<file path="src/design/wkt_params.svh">
// wake timer constants: register offsets, field positions, reset values, clock rates
`ifndef WKT_PARAMS_SVH
`define WKT_PARAMS_SVH

// ****************************************************************
// register offsets
// ****************************************************************
`define WKT_OFF_STATUS    8'h04
`define WKT_OFF_INT_EN    8'h06
`define WKT_OFF_CTRL      8'h07
`define WKT_OFF_EXP       8'h14
`define WKT_OFF_MANT_HI   8'h15
`define WKT_OFF_MANT_LO   8'h16
`define WKT_OFF_CNT_HI    8'h17
`define WKT_OFF_CNT_LO    8'h18
`define WKT_OFF_DUTY      8'h19
`define WKT_OFF_CLEAR     8'h1a

// ****************************************************************
// field positions
// ****************************************************************
`define WKT_CTRL_ENWT     0
`define WKT_CTRL_XSEL     1
`define WKT_CTRL_LDC      2
`define WKT_EV_WAKE       0
`define WKT_EV_PACKET     1
`define WKT_EV_W          2

// ****************************************************************
// reset values
// ****************************************************************
`define WKT_RST_EXP       5'h03
`define WKT_RST_MANT      16'h0000
`define WKT_RST_DUTY      8'h00
`define WKT_RST_CTRL      3'h0
`define WKT_RST_EV        2'h0

// ****************************************************************
// timing
// ****************************************************************
`define WKT_CLK_HZ        25000000
`define WKT_LF_HZ         32768
`define WKT_UNIT_TICKS    32

`endif

</file>
<file path="src/design/wkt_pkg.sv">
// wake timer types
package wkt_pkg;

  typedef logic [7:0] wkt_addr_t;
  typedef logic [7:0] wkt_byte_t;

  typedef enum logic [2:0] {
    WKT_LDC_IDLE   = 3'b001,
    WKT_LDC_LISTEN = 3'b010,
    WKT_LDC_EXTEND = 3'b100
  } wkt_ldc_state_t;

endpackage

</file>
<file path="src/design/wkt_sync.sv">
// three-stage synchroniser whose output moves once stages two and three agree
`timescale 1ns/1ps
`default_nettype none

module wkt_sync (
  // clock and reset
  input  wire logic i_ref_clk,
  input  wire logic i_sys_rst,
  input  wire logic i_clk_en,
  // level
  input  wire logic i_async,
  output logic      o_level
);

  logic s1_q;
  logic s2_q;
  logic s3_q;
  logic out_q;

  always_ff @(posedge i_ref_clk or posedge i_sys_rst) begin
    if (i_sys_rst) begin
      s1_q <= 1'b0;
      s2_q <= 1'b0;
      s3_q <= 1'b0;
    end else if (i_clk_en) begin
      s1_q <= i_async;
      s2_q <= s1_q;
      s3_q <= s2_q;
    end
  end

  always_ff @(posedge i_ref_clk or posedge i_sys_rst) begin
    if (i_sys_rst) begin
      out_q <= 1'b0;
    end else if (i_clk_en && (s2_q == s3_q)) begin
      out_q <= s3_q;
    end
  end

  assign o_level = out_q;

endmodule
`default_nettype wire

</file>
<file path="src/design/wkt_lf_tick.sv">
// low-frequency source select and rising-edge tick
`timescale 1ns/1ps
`default_nettype none

module wkt_lf_tick (
  // clock and reset
  input  wire logic i_ref_clk,
  input  wire logic i_sys_rst,
  input  wire logic i_clk_en,
  // sources
  input  wire logic i_rc_osc,
  input  wire logic i_xtal_pin,
  input  wire logic i_sel_xtal,
  // tick
  output logic      o_tick
);

  logic [1:0] src_raw;
  logic [1:0] src_lvl;
  logic       sel_lvl;
  logic       prev_q;

  assign src_raw = {i_xtal_pin, i_rc_osc};

  genvar g;
  generate
    for (g = 0; g < 2; g = g + 1) begin : g_src
      wkt_sync u_sync (
        .i_ref_clk (i_ref_clk),
        .i_sys_rst (i_sys_rst),
        .i_clk_en  (i_clk_en),
        .i_async   (src_raw[g]),
        .o_level   (src_lvl[g])
      );
    end
  endgenerate

  // a source switch may cost or add one tick; acceptable for a 32 khz timebase
  assign sel_lvl = i_sel_xtal ? src_lvl[1] : src_lvl[0];

  always_ff @(posedge i_ref_clk or posedge i_sys_rst) begin
    if (i_sys_rst) begin
      prev_q <= 1'b0;
    end else if (i_clk_en) begin
      prev_q <= sel_lvl;
    end
  end

  assign o_tick = i_clk_en & sel_lvl & ~prev_q;

endmodule
`default_nettype wire

</file>
<file path="src/design/wkt_top.sv">
// wake-up timer with low-duty-cycle receive control and register port
`timescale 1ns/1ps
`default_nettype none
`include "wkt_params.svh"

// Function
// - default timebase is 32.768 khz rc oscillator
// - enable bit at sleep entry arms counting
// - expiry raises interrupt only when enabled
// - live 16-bit count readable, high byte first
// - period is 32 times m times 2^r ticks
// - enabled expiry drives active-low interrupt low
// - interrupting expiry also enables the crystal
// - gpio-signalled expiry leaves state unchanged
// - crystal select turns gpio0 into crystal pin
// - crystal select clocks timer from external crystal
// - duty mode wakes receiver, sleeps without signal
// - preamble and sync extend on-time by duration
// - shared exponent scales duty on-time too
module wkt_top
  import wkt_pkg::*;
#(
  parameter int EXP_W  = 5,
  parameter int MANT_W = 16,
  parameter int DUTY_W = 8
) (
  // clock and reset
  input  wire logic           i_ref_clk,
  input  wire logic           i_sys_rst,
  input  wire logic           i_clk_en,
  // register port
  input  wire wkt_pkg::wkt_addr_t i_addr,
  input  wire wkt_pkg::wkt_byte_t i_wdata,
  input  wire logic           i_wr,
  input  wire logic           i_rd,
  output wkt_pkg::wkt_byte_t  o_rdata,
  // radio state
  input  wire logic           i_sleep,
  output logic                o_xtal_enable,
  output logic                o_lf_src_xtal,
  // low-frequency sources
  input  wire logic           i_rc_osc,
  input  wire logic           i_gpio0_in,
  // gpio0 pad
  input  wire logic           i_gpio0_dout,
  input  wire logic           i_gpio0_doe,
  output logic                o_gpio0_out,
  output logic                o_gpio0_oe,
  output logic                o_gpio0_xtal_mode,
  // wake signalling
  output logic                o_wake_gpio,
  output logic                o_interrupt_request_n,
  // receiver
  input  wire logic           i_preamble_valid,
  input  wire logic           i_sync_valid,
  input  wire logic           i_search_done,
  output logic                o_rx_enable
);

  // ****************************************************************
  // elaboration checks
  // ****************************************************************
  // field widths fixed
  generate
    if (EXP_W != 5 || MANT_W != 16 || DUTY_W != 8) begin : g_bad_width
      $error("wkt_top: widths must be 5, 16 and 8");
    end
  endgenerate

  localparam int PRE_W = `WKT_UNIT_TICKS > 0 ? 5 + (1 << EXP_W) : 1;

  // ****************************************************************
  // declarations
  // ****************************************************************
  logic [EXP_W-1:0]  exp_q;
  logic [MANT_W-1:0] mant_q;
  logic [DUTY_W-1:0] duty_q;
  logic [2:0]        ctrl_q;
  logic [1:0]        int_en_q;
  logic [1:0]        status_q;
  logic [1:0]        status_d;
  logic [1:0]        events;
  logic [7:0]        rdata_q;
  logic [7:0]        rdata_d;

  logic              lf_tick;
  logic              sleep_q;
  logic              armed_q;
  logic [PRE_W-1:0]  pre_q;
  logic [PRE_W-1:0]  unit_last;
  logic              unit_end;
  logic [MANT_W-1:0] count_q;
  logic              expire;

  wkt_ldc_state_t    ldc_state_q;
  logic [PRE_W-1:0]  ext_pre_q;
  logic [DUTY_W-1:0] ext_cnt_q;
  logic              ext_unit_end;
  logic              ext_done;
  logic              pkt_found;

  logic              xtal_q;
  logic              wake_gpio_q;
  logic              irq_n_q;
  logic              gpio0_out_q;
  logic              gpio0_oe_q;
  logic              rx_en_q;

  logic              wr_clear;

  // ****************************************************************
  // timebase
  // ****************************************************************
  // rc default, crystal when selected
  wkt_lf_tick u_tick (
    .i_ref_clk  (i_ref_clk),
    .i_sys_rst  (i_sys_rst),
    .i_clk_en   (i_clk_en),
    .i_rc_osc   (i_rc_osc),
    .i_xtal_pin (i_gpio0_in),
    .i_sel_xtal (ctrl_q[`WKT_CTRL_XSEL]),
    .o_tick     (lf_tick)
  );

  // last prescale index of one count unit: 32 * 2^exponent ticks
  function automatic logic [PRE_W-1:0] unit_len(input logic [EXP_W-1:0] e);
    logic [PRE_W:0] span;
    span = (PRE_W+1)'(`WKT_UNIT_TICKS) << e;
    return PRE_W'(span - (PRE_W+1)'(1));
  endfunction

  // one unit spans 32 * 2^r ticks
  assign unit_last = unit_len(exp_q);

  // ****************************************************************
  // register writes
  // ****************************************************************
  always_ff @(posedge i_ref_clk or posedge i_sys_rst) begin
    if (i_sys_rst) begin
      exp_q    <= `WKT_RST_EXP;
      mant_q   <= `WKT_RST_MANT;
      duty_q   <= `WKT_RST_DUTY;
      ctrl_q   <= `WKT_RST_CTRL;
      int_en_q <= `WKT_RST_EV;
    end else if (i_clk_en && i_wr) begin
      if (i_addr == `WKT_OFF_EXP) begin
        exp_q <= i_wdata[EXP_W-1:0];
      end else if (i_addr == `WKT_OFF_MANT_HI) begin
        mant_q[15:8] <= i_wdata;
      end else if (i_addr == `WKT_OFF_MANT_LO) begin
        mant_q[7:0] <= i_wdata;
      end else if (i_addr == `WKT_OFF_DUTY) begin
        duty_q <= i_wdata;
      end else if (i_addr == `WKT_OFF_CTRL) begin
        ctrl_q <= i_wdata[2:0];
      end else if (i_addr == `WKT_OFF_INT_EN) begin
        int_en_q <= i_wdata[1:0];
      end
    end
  end

  // ****************************************************************
  // register reads
  // ****************************************************************
  always_comb begin
    rdata_d = 8'h00;
    if (i_addr == `WKT_OFF_EXP) begin
      rdata_d = {3'h0, exp_q};
    end else if (i_addr == `WKT_OFF_MANT_HI) begin
      rdata_d = mant_q[15:8];
    end else if (i_addr == `WKT_OFF_MANT_LO) begin
      rdata_d = mant_q[7:0];
    end else if (i_addr == `WKT_OFF_CNT_HI) begin
      rdata_d = count_q[15:8];
    end else if (i_addr == `WKT_OFF_CNT_LO) begin
      rdata_d = count_q[7:0];
    end else if (i_addr == `WKT_OFF_DUTY) begin
      rdata_d = duty_q;
    end else if (i_addr == `WKT_OFF_CTRL) begin
      rdata_d = {5'h00, ctrl_q};
    end else if (i_addr == `WKT_OFF_INT_EN) begin
      rdata_d = {6'h00, int_en_q};
    end else if (i_addr == `WKT_OFF_STATUS) begin
      rdata_d = {6'h00, status_q};
    end
  end

  // read data stands only in the cycle after the strobe
  always_ff @(posedge i_ref_clk or posedge i_sys_rst) begin
    if (i_sys_rst) begin
      rdata_q <= 8'h00;
    end else if (i_clk_en) begin
      rdata_q <= i_rd ? rdata_d : 8'h00;
    end
  end

  // ****************************************************************
  // arming
  // ****************************************************************
  // enable sampled on sleep entry
  always_ff @(posedge i_ref_clk or posedge i_sys_rst) begin
    if (i_sys_rst) begin
      sleep_q <= 1'b0;
      armed_q <= 1'b0;
    end else if (i_clk_en) begin
      sleep_q <= i_sleep;
      if (!ctrl_q[`WKT_CTRL_ENWT]) begin
        armed_q <= 1'b0;
      end else if (i_sleep && !sleep_q) begin
        armed_q <= 1'b1;
      end
    end
  end

  // ****************************************************************
  // period counter
  // ****************************************************************
  assign unit_end = armed_q && lf_tick && (pre_q >= unit_last);
  // a zero mantissa never expires
  assign expire   = unit_end && (mant_q != 16'h0000) && (count_q == mant_q - 16'h0001);

  // prescale 32 * 2^r ticks per count
  always_ff @(posedge i_ref_clk or posedge i_sys_rst) begin
    if (i_sys_rst) begin
      pre_q <= '0;
    end else if (i_clk_en) begin
      if (!armed_q) begin
        pre_q <= '0;
      end else if (unit_end) begin
        pre_q <= '0;
      end else if (lf_tick) begin
        pre_q <= pre_q + PRE_W'(1);
      end
    end
  end

  always_ff @(posedge i_ref_clk or posedge i_sys_rst) begin
    if (i_sys_rst) begin
      count_q <= 16'h0000;
    end else if (i_clk_en) begin
      if (!armed_q || expire) begin
        count_q <= 16'h0000;
      end else if (unit_end) begin
        count_q <= count_q + 16'h0001;
      end
    end
  end

  // ****************************************************************
  // low duty cycle receive
  // ****************************************************************
  assign pkt_found    = i_preamble_valid && i_sync_valid;
  assign ext_unit_end = lf_tick && (ext_pre_q >= unit_last);
  // on-time is duration units; zero ends at once
  assign ext_done     = (duty_q == 8'h00) ||
                        (ext_unit_end && (ext_cnt_q == duty_q - 8'h01));

  always_ff @(posedge i_ref_clk or posedge i_sys_rst) begin
    if (i_sys_rst) begin
      ldc_state_q <= WKT_LDC_IDLE;
    end else if (i_clk_en) begin
      case (ldc_state_q)
        WKT_LDC_IDLE: begin
          if (expire && ctrl_q[`WKT_CTRL_LDC]) begin
            ldc_state_q <= WKT_LDC_LISTEN;
          end
        end
        WKT_LDC_LISTEN: begin
          if (!ctrl_q[`WKT_CTRL_LDC]) begin
            ldc_state_q <= WKT_LDC_IDLE;
          end else if (pkt_found) begin
            ldc_state_q <= WKT_LDC_EXTEND;
          end else if (i_search_done) begin
            ldc_state_q <= WKT_LDC_IDLE;
          end
        end
        WKT_LDC_EXTEND: begin
          if (!ctrl_q[`WKT_CTRL_LDC] || ext_done) begin
            ldc_state_q <= WKT_LDC_IDLE;
          end
        end
        default: begin
          ldc_state_q <= WKT_LDC_IDLE;
        end
      endcase
    end
  end

  always_ff @(posedge i_ref_clk or posedge i_sys_rst) begin
    if (i_sys_rst) begin
      ext_pre_q <= '0;
      ext_cnt_q <= 8'h00;
    end else if (i_clk_en) begin
      if (ldc_state_q != WKT_LDC_EXTEND) begin
        ext_pre_q <= '0;
        ext_cnt_q <= 8'h00;
      end else if (ext_unit_end) begin
        ext_pre_q <= '0;
        ext_cnt_q <= ext_cnt_q + 8'h01;
      end else if (lf_tick) begin
        ext_pre_q <= ext_pre_q + PRE_W'(1);
      end
    end
  end

  always_ff @(posedge i_ref_clk or posedge i_sys_rst) begin
    if (i_sys_rst) begin
      rx_en_q <= 1'b0;
    end else if (i_clk_en) begin
      rx_en_q <= (ldc_state_q == WKT_LDC_LISTEN) || (ldc_state_q == WKT_LDC_EXTEND);
    end
  end

  // ****************************************************************
  // interrupt status
  // ****************************************************************
  assign events[`WKT_EV_WAKE]   = expire;
  assign events[`WKT_EV_PACKET] = (ldc_state_q == WKT_LDC_LISTEN) && pkt_found;
  assign wr_clear = i_wr && (i_addr == `WKT_OFF_CLEAR);

  // an event in the clearing cycle survives the clear
  always_comb begin
    status_d = status_q;
    if (wr_clear) begin
      status_d = status_q & ~i_wdata[1:0];
    end
    status_d = status_d | events;
  end

  always_ff @(posedge i_ref_clk or posedge i_sys_rst) begin
    if (i_sys_rst) begin
      status_q <= `WKT_RST_EV;
    end else if (i_clk_en) begin
      status_q <= status_d;
    end
  end

  always_ff @(posedge i_ref_clk or posedge i_sys_rst) begin
    if (i_sys_rst) begin
      irq_n_q <= 1'b1;
    end else if (i_clk_en) begin
      irq_n_q <= ~|(status_d & int_en_q);
    end
  end

  // ****************************************************************
  // wake actions
  // ****************************************************************
  // crystal held on until host clears the wake cause
  always_ff @(posedge i_ref_clk or posedge i_sys_rst) begin
    if (i_sys_rst) begin
      xtal_q <= 1'b0;
    end else if (i_clk_en) begin
      if (expire && int_en_q[`WKT_EV_WAKE]) begin
        xtal_q <= 1'b1;
      end else if (!status_q[`WKT_EV_WAKE]) begin
        xtal_q <= 1'b0;
      end
    end
  end

  // gpio pulse only, no state change
  always_ff @(posedge i_ref_clk or posedge i_sys_rst) begin
    if (i_sys_rst) begin
      wake_gpio_q <= 1'b0;
    end else if (i_clk_en) begin
      wake_gpio_q <= expire && !int_en_q[`WKT_EV_WAKE];
    end
  end

  // ****************************************************************
  // gpio0 pad
  // ****************************************************************
  // crystal mode releases the pad driver
  always_ff @(posedge i_ref_clk or posedge i_sys_rst) begin
    if (i_sys_rst) begin
      gpio0_out_q <= 1'b0;
      gpio0_oe_q  <= 1'b0;
    end else if (i_clk_en) begin
      gpio0_out_q <= ctrl_q[`WKT_CTRL_XSEL] ? 1'b0 : i_gpio0_dout;
      gpio0_oe_q  <= ctrl_q[`WKT_CTRL_XSEL] ? 1'b0 : i_gpio0_doe;
    end
  end

  // ****************************************************************
  // outputs
  // ****************************************************************
  assign o_rdata               = rdata_q;
  assign o_xtal_enable         = xtal_q;
  // host clock and duty logic follow the select
  assign o_lf_src_xtal         = ctrl_q[`WKT_CTRL_XSEL];
  assign o_gpio0_xtal_mode     = ctrl_q[`WKT_CTRL_XSEL];
  assign o_gpio0_out           = gpio0_out_q;
  assign o_gpio0_oe            = gpio0_oe_q;
  assign o_wake_gpio           = wake_gpio_q;
  assign o_interrupt_request_n = irq_n_q;
  assign o_rx_enable           = rx_en_q;

endmodule
`default_nettype wire

</file>
<file path="config.mk">
export PLATFORM = sky130hd
export DESIGN_NAME = wkt_top
export DESIGN_NICKNAME = d
export VERILOG_FILES = /design/src/design/wkt_pkg.sv /design/src/design/wkt_sync.sv /design/src/design/wkt_lf_tick.sv /design/src/design/wkt_top.sv
export VERILOG_INCLUDE_DIRS = /design/src /design/src/design
export SDC_FILE = /design/constraint.sdc
export NUM_CORES = 1
export LEC_CHECK = 0
export ABC_AREA = 1
export ABC_CLOCK_PERIOD_IN_PS = 6380
export CORE_UTILIZATION = 45
export CTS_CLUSTER_DIAMETER = 40
export DETAILED_ROUTE_END_ITERATION = 10
export DONT_BUFFER_PORTS = 1
export GPL_ROUTABILITY_DRIVEN = 0
export PLACE_DENSITY_LB_ADDON = 0.12
export SLEW_MARGIN = 20
export SYNTH_ARGS = -nofsm -noshare
export SYNTH_HDL_FRONTEND = slang
export SYNTH_HIERARCHICAL = 1
export SYNTH_SLANG_ARGS = --single-unit
</file>
<file path="constraint.sdc">
create_clock -name i_ref_clk -period 6.38 [get_ports i_ref_clk]
set_clock_uncertainty 0.15 [all_clocks]
set_input_delay 0.319 -clock i_ref_clk [delete_from_list [all_inputs] [get_ports i_ref_clk]]
set_output_delay 0.319 -clock i_ref_clk [all_outputs]
set_load 0.005 [all_outputs]
</file>
==> results.toml, run 1 <==
[sta]
fin_ws_ns = 0.9181
slew_headroom_pct = 36.50
setup-tns-final_ns = 0
rsz0062_at_grt = "no"
hold_ws_ns = 0.01036
fin_crit_sh_pct = 85.61
min_period_ns = 5.462
hold_violations = 0
setup_viol = 0
worst_slew_pin_slew_ns = 0.9524
fmax_mhz = 183.1
slew_violations = 0

[floorplanning]
core_um2 = 25250
num_rows = 58
die_area_um2 = 26500
initial_utilization_pct = 46.07
die_y_um = 162.8
die_w_um = 162.8
boundaryPins = 45

[logic_synthesis]
synth_top_cell_area_share_pct = 33.98
yosysSeqAreaShare_pct = 34.89
syn_area_um2 = 11630
ys.flop_type = "dfrtp_1"
ys_warn_count = 6
synth_cell_types = 62
ys_seq_elements = 162
synth_edf_count = 0
synth_top_area_cell = "dfrtp_1"
netlist_top_cells_area = "dfrtp_1 (34%), nand2_1 (11%), ha_1 (7.3%)"
syn_inst = 1523
async_flop_share_pct = 100.0
avgSynthCellArea_um2 = 7.639

[route]
drc = 0
drt_first_pass_iters = 7
wl_um = 30420
routed-via-count = 9976
drt_iter0_markers = 524
via_per_inst = 5.346
routedWlPerCell_um = 16.30
ant_nets = 0

[placed_design]
hpwl_um = 22780
place_ws_ns = 0.9504
port_buffers = 0

[cells_and_area]
multi_input_area_um2 = 6610
drive_above_1_share_pct = 9.570
syn2layout_area_growth_pct = 8.130
n_antenna_cell = 0
n_fill_cell = 2554
fin_nets = 1620
seq_area_um2 = 4059
final_util_pct = 49.82

[critical_path]
worst_path_largest_cell_delay_ns = 0.63
path_common_cell = "nand2_1"
slowest_stage = "dfrtp_1"
timing_worst_setup_path_type = "register to register"
arrival_ns = 5.67
start_kind = "register"
worst_ep_required_time_ns = 6.59
end_kind = "register"
path_max_fanout = 14

[clock_tree]
numCtsBuffers = 17
clk_pin_slew_worst_paths_ns = 0.08
cts_setup_buffers = 0
clk_latency_ns = 0.44
cts_root_buf = "clkbuf_16"
h-tree-depth = 4
clockBufferDepth = 2
cts_tree = "done"
cts_sinks = 162

[grt]
grt_pass1_wl_um = 49940
grt_start_max_net_pins = 100
gr-total-overflow = 0
grt_antenna_before_repair = 0
grt_pass1_vias = 9661
grt_usage_pct = 24.08

[run_status]
status = "finished, final reports clean"

[min_path]
hold_class = "input port to register"

[run]
maxCapViolCount = 0

[power_and_ir_drop]
p_leak_nw = 5.603
peakVddDrop_mv = 0.1816
power_density_nw_per_um2 = 213.5
critical path, delay by kind of cell (launching register included):
family | cells | cell delay, ns
flops | 1 | 0.63
simple gates | 20 | 2.97
fa+ha+maj | 2 | 0.49
buf+inv | 4 | 0.43
compound gates | 2 | 0.54
xor+xnor | 1 | 0.17
layout make-up:
type	instances	share of cell area [%]
multi-input cells	1131	52.54
flip-flops and latches	162	32.26
inverters	198	5.967
clock buffers	17	3.381
well taps	330	3.282
clock inverters	15	1.611
repair buffers	13	0.9547
repair_timing:
item,in CTS,in global routing
endpoints found under the hold margin,136,0
gates resized for setup,0,0
setup endpoints to repair,0,0
hold buffers,11,0
cells in the mapped netlist (6+ instances only):
master / count
dfrtp_1: 158
a21oi_1: 43
nand2_2: 14
xnor2_1: 18
a221oi_1: 6
nor2_4: 10
nor4_1: 18
inv_1: 184
o21ai_1: 10
nand3_1: 56
nand4_1: 33
or2_2: 7
nor2_1: 137
o21ai_0: 75
ha_1: 68
nor3b_2: 12
xor2_1: 84
o22ai_1: 44
clkbuf_1: 10
buf_4: 10
nor2_2: 14
inv_2: 10
o21ai_2: 11
nor3_2: 7
nor3_1: 48
nand2_1: 346
nand3_2: 13
state kept, by name, summed over array words and instances (netlist names), 3 cells and up:
| register | count |
|---|---|
| duty_q | 8 |
| pre_q | 37 |
| ctrl_q | 3 |
| ext_cnt_q | 8 |
| mant_q | 16 |
| ldc_state_q | 3 |
| exp_q | 5 |
| ext_pre_q | 37 |
| o_rdata | 8 |
| count_q | 16 |
metal layers:
metal	vias up	GRT usage, %	wire (µm)
li1	5046	-	-
met1	4672	30.59	13630
met2	219	41.37	14880
met3	39	4.380	1237
met4	0	7.264	668
met5	-	0	0
stage by stage:
step                total power (W)  area [µm²]  cells
floorplan                  0.001510       11640   1524
global placement           0.001604       11850   1823
detailed placement         0.001611       11850   1823
CTS                        0.002719       12590   1866
global route               0.002831       12580   1866
finish                     0.002686       12580   1866
worst paths after layout:
kind                                                   start                                 to  slack (ns)  cells past startpoint
max                                     exp_q[2]$_DFFE_PP0P_            count_q[15]$_DFFE_PP0P_        0.92                     29
min                                               i_wdata[7]             mant_q[15]$_DFFE_PP0P_        0.01                      2
max reg2reg                             exp_q[2]$_DFFE_PP0P_            count_q[15]$_DFFE_PP0P_        0.92                     29
min reg2reg                o_interrupt_request_n$_DFFE_PP1P_  o_interrupt_request_n$_DFFE_PP1P_        0.33                      2
max in group asynchronous                          i_sys_rst              pre_q[12]$_DFFE_PP0P_        4.28                      3
min in group asynchronous                          i_sys_rst          u_tick/prev_q$_DFFE_PP0P_        0.13                      2
placed cells by master (no fill, tap or decap), types with 33 or more instances in the layout:
cell type and count:
nand2_1 346, inv_1 183, dfrtp_1 158, nor2_1 137
xor2_1 84, o21ai_0 75, ha_1 68, nand3_1 56
nor3_1 48, o22ai_1 44, a21oi_1 42, nand4_1 33
where the power goes:
group          switching, W  internal, W
sequential        0.0000679      0.00108
combinational      0.000293     0.000153
clock              0.000548     0.000540
total              0.000909      0.00178
kinds of logic (layout without fill, tap and decap cells):
kind of cell             count (synthesis)  count (layout)  share of synthesized area (%)
AO/OA/AOI/OAI                          224             224                          11.53
XOR/XNOR                               102             102                          7.678
adder cells (fa/ha/maj)                 68              68                          7.313
buffers and inverters                  231             243                          8.366
flip-flops                             162             162                          34.89
multiplexers                             1               1                        0.08603
other                                    1               2                        0.03223
AND/OR/NAND/NOR                        734             734                          30.11
Note: power is estimated with default switching activity, not from simulation.
==> run 2, diff against run 1 <==
--- a/config.mk
+++ b/config.mk
@@ -8,6 +8,8 @@
 export LEC_CHECK = 0
 export ABC_AREA = 1
 export ABC_CLOCK_PERIOD_IN_PS = 6380
+export CELL_PAD_IN_SITES_DETAIL_PLACEMENT = 0
+export CELL_PAD_IN_SITES_GLOBAL_PLACEMENT = 1
 export CORE_UTILIZATION = 45
 export CTS_CLUSTER_DIAMETER = 40
 export DETAILED_ROUTE_END_ITERATION = 10
==> run 2 against run 1 <==
Against the previous run:
- combinational power grew 0.9%
- clock power hardly changed
- sequential share of layout area hardly changed
- sequential power is essentially flat
- wire length rose by 3.4%
- first-iteration DRC count increased by 20%
- non-clock buffer count unchanged
- flip-flop and latch count did not move
- die area is the same
- highest routed layer unchanged
==> results.toml, run 2 (synthesized netlist as in run 1, its figures left out) <==
[run_status]
status = "finished, final reports clean"

[cells_and_area]
drive_above_1_share_pct = 9.570
fin_nets = 1620
n_antenna_cell = 0
final_common_cell = "nand2_1"
syn2layout_area_growth_pct = 8.216
final_area_um2 = 12590
most-common-layout-cells = "nand2_1 (346), inv_1 (183), dfrtp_1 (158)"
reg_top3 = "ext_pre_q: 37 flops, pre_q: 37 flops"
final_util_pct = 49.86
n_fill_cell = 2546

[critical_path]
path_max_fanout = 14
slowest_stage = "dfrtp_1"
start_kind = "register"
timing_worst_setup_path_type = "register to register"
ff2ff_path_depth = 29
worst_ep_required_time_ns = 6.59
arrival_ns = 5.65
end_kind = "register"
worst_path_largest_cell_delay_ns = 0.63
path_common_cell = "nand2_1"

[clock_tree]
post_cts_resized = 0
clk_latency_ns = 0.44
cts_root_buf = "clkbuf_16"
h-tree-depth = 4
clk_pin_slew_worst_paths_ns = 0.08
cts_tree = "done"
cts_setup_buffers = 0
numCtsBuffers = 17
cts_sinks = 162
clockBufferDepth = 2

[route]
ant_nets = 0
routed-via-count = 10010
drt_first_pass_iters = 5
routedWlPerCell_um = 16.85
via_per_inst = 5.367
wl_um = 31450
drt_iter0_markers = 628
drc = 0

[floorplanning]
boundaryPins = 45
die_y_um = 162.8
core_um2 = 25250
die_w_um = 162.8
die_area_um2 = 26500
num_rows = 58
initial_utilization_pct = 46.07

[min_path]
holdPathStages = 2
hold_class = "input port to register"

[grt]
gr-total-overflow = 0
grt_antenna_before_repair = 0
grt_pass1_vias = 9897
grt_pass1_wl_um = 51960
grt_usage_pct = 25.01
grt_start_max_net_pins = 89

[run]
maxCapViolCount = 0

[sta]
rsz0062_at_grt = "no"
slew_headroom_pct = 40.58
worst_slew_pin_slew_ns = 0.8913
setup_viol = 0
fin_crit_sh_pct = 85.38
min_period_ns = 5.447
setup-tns-final_ns = 0
fmax_mhz = 183.6
hold_violations = 0
slew_violations = 0

[power_and_ir_drop]
power.internal_w = 0.001811
power_frac_seq_pct = 42.4
power_density_nw_per_um2 = 215.9
p_sw_w = 0.0009070
share_clk_of_total_power_pct = 41.0
peakVddDrop_mv = 0.1641
power_w = 0.002718
combPwrFrac_pct = 16.6
switching_share_pct = 33.37
p_leak_nw = 5.613

[placed_design]
placed_area_um2 = 11850
port_buffers = 0
hpwl_um = 23540
==> run 2: critical path, delay by kind of cell, from the launching register on <==
family	cells	cell delay, ns
buffers and inverters	4	0.44
adders and majority gates	2	0.49
and+or+nand+nor	20	2.93
AOI/OAI and AO/OA	2	0.55
xor gates and xnor gates	1	0.18
DFF	1	0.63
==> run 2: final timing paths <==
check / start / end / slack [ns]
min in group asynchronous: i_sys_rst / u_tick/prev_q$_DFFE_PP0P_ / 0.13
worst min-delay path: i_wdata[7] / duty_q[7]$_DFFE_PP0P_ / 0.01
worst max register to register: exp_q[2]$_DFFE_PP0P_ / count_q[15]$_DFFE_PP0P_ / 0.93
max in group asynchronous: i_sys_rst / pre_q[11]$_DFFE_PP0P_ / 4.18
worst min register to register: o_interrupt_request_n$_DFFE_PP1P_ / o_interrupt_request_n$_DFFE_PP1P_ / 0.33
worst max-delay path: exp_q[2]$_DFFE_PP0P_ / count_q[15]$_DFFE_PP0P_ / 0.93
==> run 2: what timing repair did <==
item | 4_1_cts | 5_1_grt
hold buffers | 11 | 0
setup endpoints to repair | 0 | 0
hold endpoints to repair | 120 | 0
==> run 2: per-layer routing <==
layer	share of wire (%)	wire length [µm]	track usage [%]	vias up
li1	-	-	-	5049
met1	45	14090	31.75	4681
met2	49	15330	43.04	239
met3	3.8	1209	3.845	45
met4	2.6	825	8.581	0
met5	0	0	0	-
==> run 2: cell type report <==
class	instances	area, µm²	share of cell area (%)
multi-input combinational	1131	6610	52.50
inverter	198	750.7	5.962
sequential	162	4059	32.24
tap	330	412.9	3.279
clock buffer	17	425.4	3.379
timing repair buffer	13	120.1	0.9540
clock inverter	15	212.7	1.689
==> run 2: metrics by stage <==
| step | instances | hold WS [ns] | worst slack, ns |
|---|---|---|---|
| global placement | 1823 | -0.09905 | 1.131 |
| floorplan | 1524 | -0.1023 | 1.796 |
| CTS | 1866 | 0.005087 | 0.9002 |
| detailed placement | 1823 | -0.09917 | 0.9253 |
| finish | 1866 | 0.01281 | 0.9329 |
| global route | 1866 | 0.009889 | 0.4092 |
==> run 2: power by group through the flow <==
stage,Clock (W),Combinational [W],Sequential (W)
after global routing,0.00118,0.000524,0.00116
after global placement,0,0.000441,0.00117
after CTS,0.00114,0.000454,0.00115
final,0.00111,0.000451,0.00115
after floorplan,0,0.000366,0.00114
after detailed placement,0,0.000443,0.00117
==> run 3, diff against run 2 <==
==> constraint.sdc (replaced) <==
create_clock -name i_ref_clk -period 6.38 [get_ports i_ref_clk]
set_clock_uncertainty 0.15 [all_clocks]
set_input_delay 0 -clock i_ref_clk [delete_from_list [all_inputs] [get_ports i_ref_clk]]
set_output_delay 0 -clock i_ref_clk [all_outputs]
set_load 0.005 [all_outputs]
==> run 3 against run 2 <==
Against the previous run:
- power up 0.85%
- non-clock buffer count is 32 higher
- via count is 1.1% higher
- global-route usage grew 0.24 points
- cell count rose by 1.7%
- wire length is 0.68% higher
- sequential power hardly changed
- highest routed layer unchanged
==> results.toml, run 3 (synthesized netlist as in run 1, its figures left out) <==
[critical_path]
worst_ep_required_time_ns = 6.59
start_kind = "register"
arrival_ns = 5.66
slowest_stage = "dfrtp_1"
worst_path_largest_cell_delay_ns = 0.63
timing_worst_setup_path_type = "register to register"
path_common_cell = "nand2_1"
end_kind = "register"
path_max_fanout = 14

[route]
wl_um = 31670
routedWlPerCell_um = 16.68
via_per_inst = 5.337
ant_nets = 0
drt_iter0_markers = 626
drc = 0
routed-via-count = 10130
drt_first_pass_iters = 5

[sta]
min_period_ns = 5.454
slew_violations = 0
rsz0062_at_grt = "no"
hold_violations = 0
setup-tns-final_ns = 0
fin_ws_ns = 0.9263
slew_headroom_pct = 41.48
fin_crit_sh_pct = 85.48
worst_slew_pin_slew_ns = 0.8779
fmax_mhz = 183.4
setup_viol = 0

[clock_tree]
cts_sinks = 162
numCtsBuffers = 17
cts_setup_buffers = 0
clk_latency_ns = 0.44
cts_root_buf = "clkbuf_16"
h-tree-depth = 4
cts_tree = "done"
clockBufferDepth = 2
clk_pin_slew_worst_paths_ns = 0.08

[floorplanning]
die_area_um2 = 26500
die_y_um = 162.8
num_rows = 58
boundaryPins = 45
initial_utilization_pct = 46.07
die_w_um = 162.8
core_um2 = 25250

[cells_and_area]
n_antenna_cell = 0
reg_top3 = "ext_pre_q: 37 flops, pre_q: 37 flops"
drive_above_1_share_pct = 9.375
fin_nets = 1652
n_fill_cell = 2518
most-common-layout-cells = "nand2_1 (346), inv_1 (183), dfrtp_1 (158)"
syn2layout_area_growth_pct = 11.10
final_common_cell = "nand2_1"

[placed_design]
hpwl_um = 23540
port_buffers = 0
place_ws_ns = 0.9253

[grt]
grt_start_max_net_pins = 89
grt_antenna_before_repair = 0
grt_pass1_wl_um = 52510
gr-total-overflow = 0
grt_usage_pct = 25.25
grt_pass1_vias = 10060

[power_and_ir_drop]
peakVddDrop_mv = 0.1645
p_leak_nw = 5.736
power_density_nw_per_um2 = 212.1

[run_status]
status = "finished, final reports clean"

[run]
maxCapViolCount = 0

[min_path]
hold_class = "input port to register"
[run 3: cell types whose count changed in the layout (fill, tap and decap cells not counted), sizes merged]
cell | before | now
dlygate4sd3 | 10 | 42
[run 3: power breakdown]
part | internal (W) | switching (W)
Sequential | 0.00108 | 0.0000690
Clock | 0.000575 | 0.000542
Combinational | 0.000169 | 0.000304
Total | 0.00183 | 0.000914
[run 3: path summary, 6_finish.rpt]
check	from	cells after the start	to	slack, ns
worst min register to register	ldc_state_q[0]$_DFFE_PP1P_	2	ldc_state_q[0]$_DFFE_PP1P_	0.34
worst min-delay path	i_addr[3]	6	o_rdata[0]$_DFFE_PP0P_	0.06
max in group asynchronous	i_sys_rst	4	pre_q[13]$_DFFE_PP0P_	3.96
worst max-delay path	exp_q[2]$_DFFE_PP0P_	29	count_q[15]$_DFFE_PP0P_	0.93
worst max register to register	exp_q[2]$_DFFE_PP0P_	29	count_q[15]$_DFFE_PP0P_	0.93
min in group asynchronous	i_sys_rst	3	u_tick/g_src[0].u_sync/o_level$_DFFE_PP0P_	0.42
[run 3: worst max-delay path: cells and delay by family (launching register included)]
family | cells | cell delay, ns
AND/OR/NAND/NOR | 20 | 2.92
flip-flops | 1 | 0.63
AO/OA/AOI/OAI | 2 | 0.55
adder cells (fa/ha/maj) | 2 | 0.49
buffers and inverters | 4 | 0.44
XOR/XNOR | 1 | 0.18
[run 3: stage by stage]
| stage | area [µm²] | cells | total power, W | hold WS, ns | utilization (%) |
|---|---|---|---|---|---|
| 4_1_cts | 12930 | 1898 | 0.002769 | 0.04014 | 51.18 |
| 5_1_grt | 12930 | 1898 | 0.002886 | 0.09412 | 51.18 |
| 2_1_floorplan | 11640 | 1524 | 0.001510 | -0.4213 | - |
| 3_5_place_dp | 11850 | 1823 | 0.001615 | -0.4182 | 46.91 |
| 3_3_place_gp | 11850 | 1823 | 0.001612 | -0.4181 | 46.91 |
| 6_report | 12930 | 1898 | 0.002741 | 0.06075 | 51.18 |
[run 3: repair_timing]
item                                   4_1_cts  5_1_grt
hold buffers                                43        0
resized for setup                            0        0
endpoints found under the hold margin      241        0
[run 3: final cells by class]
type	instances	area [µm²]	share of cell area, %
Tap cell	330	412.9	3.194
Timing Repair Buffer	45	455.4	3.523
Multi-Input combinational cell	1131	6610	51.14
Clock buffer	17	425.4	3.291
Clock inverter	15	212.7	1.646
Sequential cell	162	4059	31.40
Inverter	198	750.7	5.808
[run 3: routing by layer]
| layer | global-route usage, % | vias up | part of all wire, % |
|---|---|---|---|
| met3 | 4.151 | 50 | 4.0 |
| li1 | - | 5114 | - |
| met2 | 43.75 | 231 | 49 |
| met5 | 0 | - | 0 |
| met1 | 31.82 | 4734 | 44 |
| met4 | 8.199 | 0 | 2.6 |
